[src/logic/lcs_pkg.sv]
package lcs_pkg;

    // ==========================================================
    // Address widths and decode targets
    // ==========================================================
    localparam int ADDR_W = 24;
    localparam logic [15:0] POST_PORT_ADDR = 16'h0080;
    localparam logic [15:0] KBC_DATA_ADDR = 16'h0060;
    localparam logic [15:0] KBC_CMD_ADDR = 16'h0064;
    localparam logic [15:0] AUX_DATA_ADDR = 16'h0062;
    localparam logic [15:0] AUX_CMD_ADDR = 16'h0066;
    localparam logic [15:0] RTC_INDEX_ADDR = 16'h0070;
    localparam logic [15:0] RTC_DATA_ADDR = 16'h0071;
    localparam int LOW_IO_TOP_BIT = 15;
    localparam int LOW_IO_BOT_BIT = 11;

    // ==========================================================
    // BIOS decode range encodings
    // ==========================================================
    localparam logic [1:0] BIOS_RANGE_1MB = 2'h0;
    localparam logic [1:0] BIOS_RANGE_2MB = 2'h1;
    localparam logic [1:0] BIOS_RANGE_4MB = 2'h2;
    localparam logic [1:0] BIOS_RANGE_8MB = 2'h3;

    // ==========================================================
    // Multiplexed pin positions
    // ==========================================================
    localparam int PIN_KB_IRQ = 0;
    localparam int PIN_KB_SEL = 1;
    localparam int PIN_AUX_SEL = 2;
    localparam int PIN_PROG_IRQ = 3;
    localparam int PIN_POWER_LED = 4;
    localparam int PIN_RTC_IRQ = 5;
    localparam int PIN_RTC_SEL = 6;
    localparam int PIN_LOW_IO = 7;
    localparam int PIN_COUNT = 8;

    // ==========================================================
    // Values after reset
    // ==========================================================
    localparam logic SELECT_IDLE = 1'b1;
    localparam logic POWER_LED_RESET = 1'b0;
    localparam logic [7:0] PIN_STATUS_RESET = 8'h00;

    // ==========================================================
    // Reference clock figures
    // ==========================================================
    localparam real REF_CLOCK_MHZ = 14.318;
    localparam real AUX_CLOCK_DEFAULT_MHZ = 24.576;
    localparam real AUX_CLOCK_ALT_MHZ = 25.000;

endpackage : lcs_pkg

[src/logic/lcs_pin_mux.sv]
`timescale 1ns/1ps
module lcs_pin_mux
    import lcs_pkg::*;
#(
    parameter int ADDR_WIDTH = ADDR_W
) (
    input wire logic clk_sys,
    input wire logic reset_n,
    input wire logic [ADDR_WIDTH-1:0] isa_addr,
    input wire logic isa_ior_n,
    input wire logic isa_iow_n,
    input wire logic isa_memr_n,
    input wire logic isa_memw_n,
    input wire logic rom_decode_enable,
    input wire logic [1:0] bios_range_sel,
    input wire logic bios_write_enable,
    input wire logic gpio_activation_enable,
    input wire logic low_io_select_enable,
    input wire logic prog_irq_select,
    input wire logic power_indicator_select,
    input wire logic power_indicator_write,
    input wire logic power_indicator_level,
    input wire logic [PIN_COUNT-1:0] gpio_out_value,
    input wire logic [PIN_COUNT-1:0] gpio_drive_enable,
    input wire logic post_pin_in,
    output logic post_pin_out,
    output logic post_pin_oe,
    input wire logic rom_pin_in,
    output logic rom_pin_out,
    output logic rom_pin_oe,
    input wire logic clock_strap_n,
    input wire logic aux_clock_pin_in,
    output logic aux_clock_select_25m,
    input wire logic [PIN_COUNT-1:0] gpio_pin_in,
    output logic [PIN_COUNT-1:0] gpio_pin_out,
    output logic [PIN_COUNT-1:0] gpio_pin_oe,
    output logic [PIN_COUNT-1:0] gpio_in_value,
    output logic [PIN_COUNT-1:0] pin_function_status,
    output logic keyboard_irq_out,
    output logic clock_irq_out,
    output logic programmable_irq_input,
    input wire logic ref_clock_in,
    output logic ref_clock_buffer_out,
    output logic ref_clock_buffer_out_2
);

    // ==========================================================
    // Decode helpers
    // ==========================================================
    function automatic logic io_match(input logic [ADDR_WIDTH-1:0] addr,
                                      input logic [15:0] target);
        io_match = (addr[15:0] == target);
    endfunction : io_match

    function automatic logic bios_match(input logic [ADDR_WIDTH-1:0] addr,
                                        input logic [1:0] range);
        logic hit;
        hit = 1'b0;
        unique case (range)
            BIOS_RANGE_1MB: hit = &addr[ADDR_WIDTH-1:ADDR_WIDTH-4];
            BIOS_RANGE_2MB: hit = &addr[ADDR_WIDTH-1:ADDR_WIDTH-3];
            BIOS_RANGE_4MB: hit = &addr[ADDR_WIDTH-1:ADDR_WIDTH-2];
            BIOS_RANGE_8MB: hit = addr[ADDR_WIDTH-1];
        endcase
        bios_match = hit;
    endfunction : bios_match

    logic io_cycle;
    logic io_write;
    logic mem_cycle;
    assign io_write = !isa_iow_n;
    assign io_cycle = !isa_ior_n || !isa_iow_n;
    assign mem_cycle = !isa_memr_n || (!isa_memw_n && bios_write_enable);

    // ==========================================================
    // Strap capture
    // ==========================================================
    logic strap_done_reg;
    logic kb_enable_reg;
    logic rtc_enable_reg;
    logic rom_strap_reg;
    logic aux_25m_reg;

    always_ff @(posedge clk_sys) begin
        if (!reset_n) begin
            strap_done_reg <= 1'b0;
            kb_enable_reg <= 1'b0;
            rtc_enable_reg <= 1'b0;
            rom_strap_reg <= 1'b0;
            aux_25m_reg <= 1'b0;
        end else if (!strap_done_reg) begin
            strap_done_reg <= 1'b1;
            kb_enable_reg <= !post_pin_in;
            rtc_enable_reg <= !clock_strap_n;
            rom_strap_reg <= rom_pin_in;
            aux_25m_reg <= !aux_clock_pin_in;
        end
    end

    assign aux_clock_select_25m = aux_25m_reg;

    // ==========================================================
    // Function selection
    // ==========================================================
    logic [PIN_COUNT-1:0] alt_sel;
    assign alt_sel[PIN_KB_IRQ] = kb_enable_reg;
    assign alt_sel[PIN_KB_SEL] = kb_enable_reg;
    assign alt_sel[PIN_AUX_SEL] = kb_enable_reg;
    assign alt_sel[PIN_PROG_IRQ] = gpio_activation_enable && prog_irq_select;
    assign alt_sel[PIN_POWER_LED] = gpio_activation_enable && power_indicator_select;
    assign alt_sel[PIN_RTC_IRQ] = rtc_enable_reg;
    assign alt_sel[PIN_RTC_SEL] = rtc_enable_reg;
    assign alt_sel[PIN_LOW_IO] = gpio_activation_enable && low_io_select_enable;

    always_ff @(posedge clk_sys) begin
        if (!reset_n) begin
            pin_function_status <= PIN_STATUS_RESET;
        end else begin
            pin_function_status <= alt_sel & {PIN_COUNT{strap_done_reg}};
        end
    end

    // ==========================================================
    // Chip select decode
    // ==========================================================
    logic post_sel_reg;
    logic rom_sel_reg;
    logic kb_sel_reg;
    logic aux_sel_reg;
    logic rtc_sel_reg;
    logic low_io_sel_reg;

    always_ff @(posedge clk_sys) begin
        if (!reset_n) begin
            post_sel_reg <= SELECT_IDLE;
            rom_sel_reg <= SELECT_IDLE;
            kb_sel_reg <= SELECT_IDLE;
            aux_sel_reg <= SELECT_IDLE;
            rtc_sel_reg <= SELECT_IDLE;
            low_io_sel_reg <= SELECT_IDLE;
        end else begin
            post_sel_reg <= !(io_write && io_match(isa_addr, POST_PORT_ADDR));
            rom_sel_reg <= !((rom_decode_enable || rom_strap_reg) && mem_cycle
                             && bios_match(isa_addr, bios_range_sel));
            kb_sel_reg <= !(io_cycle && (io_match(isa_addr, KBC_DATA_ADDR)
                            || io_match(isa_addr, KBC_CMD_ADDR)));
            aux_sel_reg <= !(io_cycle && (io_match(isa_addr, AUX_DATA_ADDR)
                             || io_match(isa_addr, AUX_CMD_ADDR)));
            rtc_sel_reg <= !(io_cycle && (io_match(isa_addr, RTC_INDEX_ADDR)
                             || io_match(isa_addr, RTC_DATA_ADDR)));
            low_io_sel_reg <= !(io_cycle
                                && (isa_addr[LOW_IO_TOP_BIT:LOW_IO_BOT_BIT] == 5'h00));
        end
    end

    always_ff @(posedge clk_sys) begin
        if (!reset_n) begin
            post_pin_out <= SELECT_IDLE;
            post_pin_oe <= 1'b0;
            rom_pin_out <= SELECT_IDLE;
            rom_pin_oe <= 1'b0;
        end else begin
            post_pin_out <= post_sel_reg;
            post_pin_oe <= strap_done_reg;
            rom_pin_out <= rom_sel_reg;
            rom_pin_oe <= strap_done_reg;
        end
    end

    // ==========================================================
    // Power indicator
    // ==========================================================
    logic power_led_reg;

    always_ff @(posedge clk_sys) begin
        if (!reset_n) begin
            power_led_reg <= POWER_LED_RESET;
        end else if (power_indicator_write) begin
            power_led_reg <= power_indicator_level;
        end
    end

    // ==========================================================
    // Pin drivers and forwarded interrupts
    // ==========================================================
    logic [PIN_COUNT-1:0] alt_value;
    logic [PIN_COUNT-1:0] alt_drive;
    assign alt_value = {low_io_sel_reg, rtc_sel_reg, 1'b1, power_led_reg,
                        1'b1, aux_sel_reg, kb_sel_reg, 1'b1};
    assign alt_drive = 8'h D6;

    genvar gi;
    generate
        for (gi = 0; gi < PIN_COUNT; gi++) begin : g_pin
            always_ff @(posedge clk_sys) begin
                if (!reset_n) begin
                    gpio_pin_out[gi] <= 1'b1;
                    gpio_pin_oe[gi] <= 1'b0;
                end else if (!strap_done_reg) begin
                    gpio_pin_out[gi] <= 1'b1;
                    gpio_pin_oe[gi] <= 1'b0;
                end else if (alt_sel[gi]) begin
                    gpio_pin_out[gi] <= alt_value[gi];
                    gpio_pin_oe[gi] <= alt_drive[gi];
                end else begin
                    gpio_pin_out[gi] <= gpio_out_value[gi];
                    gpio_pin_oe[gi] <= gpio_activation_enable
                                       && gpio_drive_enable[gi];
                end
            end
        end
    endgenerate

    always_ff @(posedge clk_sys) begin
        if (!reset_n) begin
            gpio_in_value <= '0;
            keyboard_irq_out <= 1'b0;
            clock_irq_out <= 1'b0;
            programmable_irq_input <= 1'b0;
        end else begin
            gpio_in_value <= gpio_pin_in & ~alt_sel
                             & {PIN_COUNT{gpio_activation_enable}};
            keyboard_irq_out <= alt_sel[PIN_KB_IRQ] && gpio_pin_in[PIN_KB_IRQ];
            clock_irq_out <= alt_sel[PIN_RTC_IRQ] && gpio_pin_in[PIN_RTC_IRQ];
            programmable_irq_input <= alt_sel[PIN_PROG_IRQ]
                                      && gpio_pin_in[PIN_PROG_IRQ];
        end
    end

    // ==========================================================
    // Reference clock buffers
    // ==========================================================
    assign ref_clock_buffer_out = ref_clock_in;
    assign ref_clock_buffer_out_2 = ref_clock_in;
endmodule : lcs_pin_mux

[config.mk]
export PLATFORM = sky130hd
export DESIGN_NAME = lcs_pin_mux
export DESIGN_NICKNAME = d
export VERILOG_FILES = /design/src/logic/lcs_pkg.sv /design/src/logic/lcs_pin_mux.sv
export SDC_FILE = /design/constraint.sdc
export NUM_CORES = 1
export LEC_CHECK = 0
export ABC_AREA = 1
export BUFFER_PORTS_ARGS = -buffer_cell sky130_fd_sc_hd__buf_2
export CAP_MARGIN = 10
export CORE_UTILIZATION = 40
export CTS_BUF_LIST = sky130_fd_sc_hd__clkbuf_4 sky130_fd_sc_hd__clkbuf_8 sky130_fd_sc_hd__clkbuf_16
export DETAILED_ROUTE_END_ITERATION = 8
export GPL_TIMING_DRIVEN = 0
export HOLD_SLACK_MARGIN = 0.1
export PLACE_DENSITY_LB_ADDON = 0.15
export SETUP_SLACK_MARGIN = 0.02
export SLEW_MARGIN = 10
export SYNTH_ARGS = -nofsm -noshare
export SYNTH_HDL_FRONTEND = slang
export SYNTH_SLANG_ARGS = --single-unit
export TNS_END_PERCENT = 5
[constraint.sdc]
create_clock -name clk_sys -period 1.25 [get_ports clk_sys]
set_input_delay 0.125 -clock clk_sys [delete_from_list [all_inputs] [get_ports clk_sys]]
set_output_delay 0.125 -clock clk_sys [all_outputs]
set_load 0.02 [all_outputs]
# Word-level counts from Yosys, hierarchy flattened
# Index checks and enable logic that the tools add are counted.
[word_totals]
register_bits = 50
input_bits = 69
output_inout_bits = 42
word_cells = 115
[op_classes]
eq_ne = 10
n_mux = 13
bitwise = 6
reduce_logical = 50
[ops]
columns = ["operator", "n"]
rows = [
  ["$eq 16x7->1 const B", 6],
  ["$and 8x8->8", 3],
  ["$logic_and 1x1->1", 22],
  ["$eq 16x8->1 const B", 1],
  ["$logic_not 1->1", 13],
  ["$mux 1", 12],
  ["$reduce_or 3->1", 3],
  ["$not 8->8", 1],
  ["$logic_or 1x1->1", 6],
  ["$logic_not 5->1", 1],
  ["$eq 2x2->1 const B", 2],
  ["$pmux 1 s4", 1],
  ["$reduce_and 2->1", 2],
  ["$reduce_and 4->1", 1],
  ["$reduce_and 3->1", 1],
  ["$eq 2x1->1 const B", 1],
  ["$logic_not 2->1", 1],
  ["$not 1->1", 2],
]

# Longest topological paths before layout
[depth]
ltp_word = 6
depth_mapped = 6
mapped_depth_nobuf = 5

# Worst setup path before layout
# OpenSTA, ideal clock, no wires.
[synth_timing]
path_kind = "register -> register"
startpoint = "reg strap_done_reg"
endpoint = "reg gpio_pin_out[0]"
arrival_ps = 762
setup_slack_ps = 368
path_stages_with_launch = 5
path_buffers = 0
synth_period_minus_slack_ps = 882
path_cell_list = "dfxtp_1 -> nand2_4 -> inv_6 -> nand2_2 -> or2_1"
[synth_via]
elab_chain_cells = 2
[synth_rtl]
columns = ["element", "line_no", "text"]
rows = [
  ["from (decl)", "lcs_pin_mux.sv:78", "logic strap_done_reg;"],
  ["from (signal assigned)", "lcs_pin_mux.sv:86", "strap_done_reg <= 1'b0;"],
  ["from (signal assigned)", "lcs_pin_mux.sv:92", "strap_done_reg <= 1'b1;"],
  ["$not 1->1 (no line)", "--", ""],
  ["$reduce_or 3->1 (no line)", "--", ""],
  ["to (signal, indexed assignment)", "lcs_pin_mux.sv:203", "gpio_pin_out[gi] <= alt_value[gi];"],
  ["to (signal, indexed assignment)", "lcs_pin_mux.sv:206", "gpio_pin_out[gi] <= gpio_out_value[gi];"],
  ["to (decl)", "lcs_pin_mux.sv:35", "output logic [PIN_COUNT-1:0] gpio_pin_out,"],
]
# No other way between the ends.
# A chain may end at the register's enable or synchronous reset.

# Final worst setup path
[layout_timing]
startpoint = "in isa_addr[12]"
endpoint = "reg rtc_sel_reg"
[layout_via]
elab_chain_cells = 4
[layout_rtl]
columns = ["element", "line_no", "text"]
rows = [
  ["from (decl)", "lcs_pin_mux.sv:9", "input wire logic [ADDR_WIDTH-1:0] isa_addr,"],
  ["$eq 16x7->1", "lcs_pin_mux.sv:52", "io_match = (addr[15:0] == target);"],
  ["$logic_or 1x1->1 (*)", "lcs_pin_mux.sv:150", "|| io_match(isa_addr, RTC_DATA_ADDR)));"],
  ["$logic_and 1x1->1 (*)", "lcs_pin_mux.sv:149", "rtc_sel_reg <= !(io_cycle && (io_match(isa_addr, RTC_INDEX_ADDR)"],
  ["$logic_not 1->1 (*)", "lcs_pin_mux.sv:149", ""],
  ["to (signal assigned)", "lcs_pin_mux.sv:149", ""],
  ["to (decl)", "lcs_pin_mux.sv:130", "logic rtc_sel_reg;"],
]
# Mark *: on every way between the ends. The rest lies on a longest branch, timed or not.

==> results.toml <==
[layout]
fin_util_pct = 71.7
syn_to_final_growth_pct = 68.1
diodes = 0
layout_common_cells = "106 x buf_2, 47 x dfxtp_1, 40 x dlygate4sd3_1"
layout_commonest_cell = "buf_2"
fin_area_sq_um = 2700
layout.nets = 416
drive_gt1_share_pct = 36.9
top_regs = "gpio_in_value: 8 flops, gpio_pin_oe: 8 flops, gpio_pin_out: 8 flops"

[route]
drt-total-wl_mm = 4.51
wl_per_cell_um = 11.4
dr.pass1.iters = 4
post-route-drc-count = 0
vias = 1757
drt-initial-drc-count = 73
drt-vias-per-instance = 4.45
antenna_left = 0

[sta]
rsz0062_at_grt = "no"
fin_crit_sh_pct = 88.8
relSlewSlack_pct = 82.2
setup_viol = 0
worst_pin_slew_ns = 0.267
hold_violations = 0
fmax_ghz = 0.901
slew_violations = 0
fin_crit_ns = 1.11
fin_skew_ns = 0.00242
setup_ws_ns = 0.141
finalSetupTns_ns = 0

[cts]
clkSinkCount = 47
h-tree-depth = 2
clock_latency_ns = 0.29
cts_buffers = 5
clk_path_buf_depth = 2
cts_tree = "built"
cts_root_buf = "clkbuf_8"
path_clk_slew_ns = 0.08
post_cts_buffers = 0

[global_route]
antenna_found_initial = 0
grt_pass1_vias = 1726
grt_usage_pct = 22.6
gr-total-overflow = 0
grt_max_degree = 14
grt_pass1_wl_mm = 7.21

[logic_synthesis]
synth_seq_cells = 47
netlist_area_sq_um = 1610
synth_top_family_by_area = "simple AND/OR/NAND/NOR gates"
yosys.cell_types.count = 22
synth_fa_ha_area_share_pct = 0
synth_xor_area_share_pct = 0
ys.warnings.count = 0
synth.area.mux_share_pct = 0
yosysSeqAreaShare_pct = 58.5
synth_compound_area_share_pct = 4.36
syn_nets = 264
syn_inst = 195
synth.avg_cell_area_sq_um = 8.25
synth_edf_count = 0
ys.flop_type = "dfxtp_1"
async_flop_share_pct = 0
synthSimpleGateAreaFrac_pct = 27.6

[worst_setup_path]
cp_num_buf_inv = 2
slowest_stage = "dlygate4sd3_1"
rr_endpoint = "gpio_pin_oe[4]"
critPathCaptureType = "flip-flop"
crit_type = "input pin to flip-flop"
worstReg2RegStart = "strap_done_reg"
path_cells = "dlygate4sd3_1, buf_2, nor2_1, nand2_1, nor2_2, nand3_1"
ff2ff_setup_slack_ns = 0.25
cp_top_family = "buffers and inverters"
slowest_delay_ns = 0.54
reg2reg_depth = 4
cp.arrival_ns = 1.28
critPathRequiredTime_ns = 1.42
path_max_fanout = 4
worst_setup_path_start_kind = "input pin"

[pwr]
ir_drop_mv = 0.669
p_leak_nw = 1.40
power_density_nw_per_um2 = 1150

[hold_path]
hold_path_end = "low_io_sel_reg"
hp-start = "isa_ior_n"
min_path_type = "input pin to flip-flop"
hold_depth = 3

[placed_design]
placed_cell_area_sq_um = 2190
gp_congestion = 0.774
dp_hpwl_mm = 2.81
portBuffers = 105
post-place-ws_ns = 0.192

[floorplanning]
die_w_um = 65.4
rows = 22
initial_utilization_pct = 42.6
pin_count = 111
core_sq_um = 3770
die_area_sq_um = 4280
fp.dieH_um = 65.4

[outcome]
status = "finished, final reports clean"

[job]
cap_violations = 0
worst min-delay path, stage by stage:
cell	delay, ns
buf_2	0.09
a21oi_1	0.07
nand3_1	0.09
where the power goes:
group	leakage, nW	switching (mW)	internal (mW)	total (mW)
sequential	0.384	0.0160	1.55	1.56
clock	0.0547	0.459	0.608	1.07
combinational	0.965	0.232	0.240	0.472
total	1.40	0.707	2.39	3.10
through the flow:
stage	total power, mW	hold slack (ns)	cells
floorplan	1.79	0.153	195
global placement	1.96	0.242	348
detailed placement	1.97	0.246	348
CTS	3.12	0.102	395
global route	3.24	0.110	395
finish	3.10	0.109	395
area by class of cell:
class / count / area, sq um
Timing Repair Buffer: 145 / 926
Clock inverter: 1 / 30.0
Clock buffer: 6 / 76.3
Inverter: 24 / 95.1
Fill cell: 319 / 1070
Sequential cell: 47 / 941
Multi-Input combinational cell: 116 / 517
Buffer: 8 / 57.6
Tap cell: 48 / 60.1
worst max path at each step:
| stage | startpoint | to | slack, ns | cells after the start |
|---|---|---|---|---|
| floorplan | strap_done_reg | gpio_pin_out[0] | 0.37 | 4 |
| global placement | reset_n | gpio_pin_oe[4] | 0.20 | 6 |
| detailed placement | reset_n | gpio_pin_oe[4] | 0.19 | 6 |
| CTS | isa_addr[14] | rtc_sel_reg | 0.08 | 6 |
| global route | isa_addr[12] | rtc_sel_reg | 0.07 | 6 |
| finish | isa_addr[12] | rtc_sel_reg | 0.14 | 6 |
timing repair:
| item | in CTS | in global routing |
|---|---|---|
| endpoints found under the hold margin | 37 | 0 |
| gates resized for setup | 0 | 1 |
| hold buffers | 40 | 0 |
| endpoints found under the setup margin | 0 | 1 |
cells in the mapped netlist (2+ instances only):
| master | instances | area (sq um) |
|---|---|---|
| a21oi_1 | 6 | 30.0 |
| buf_4 | 7 | 52.6 |
| dfxtp_1 | 47 | 941 |
| inv_1 | 22 | 82.6 |
| nand2_1 | 34 | 128 |
| nand3_1 | 13 | 65.1 |
| nand3b_1 | 2 | 15.0 |
| nor2_1 | 40 | 150 |
| nor3_1 | 7 | 35.0 |
| o21ai_0 | 2 | 10.0 |
| o21ai_1 | 2 | 10.0 |
| o22ai_1 | 2 | 12.5 |
| or2_2 | 2 | 12.5 |
metal layers:
layer	up-vias	GRT usage [%]	share of wire, %
met4	0	11.4	2.6
met3	10	6.60	7.3
met2	90	41.5	50
li1	896	-	-
met1	761	22.9	40
met5	-	0	0
cells by family (layout without fill, tap and decap cells):
logic type             count (synthesis)  count (layout)
and+or+nand+nor                      103             103
AOI/OAI and AO/OA                     13              13
DFF                                   47              47
buffers and inverters                 32             184
(Power assumes the default switching activity.)
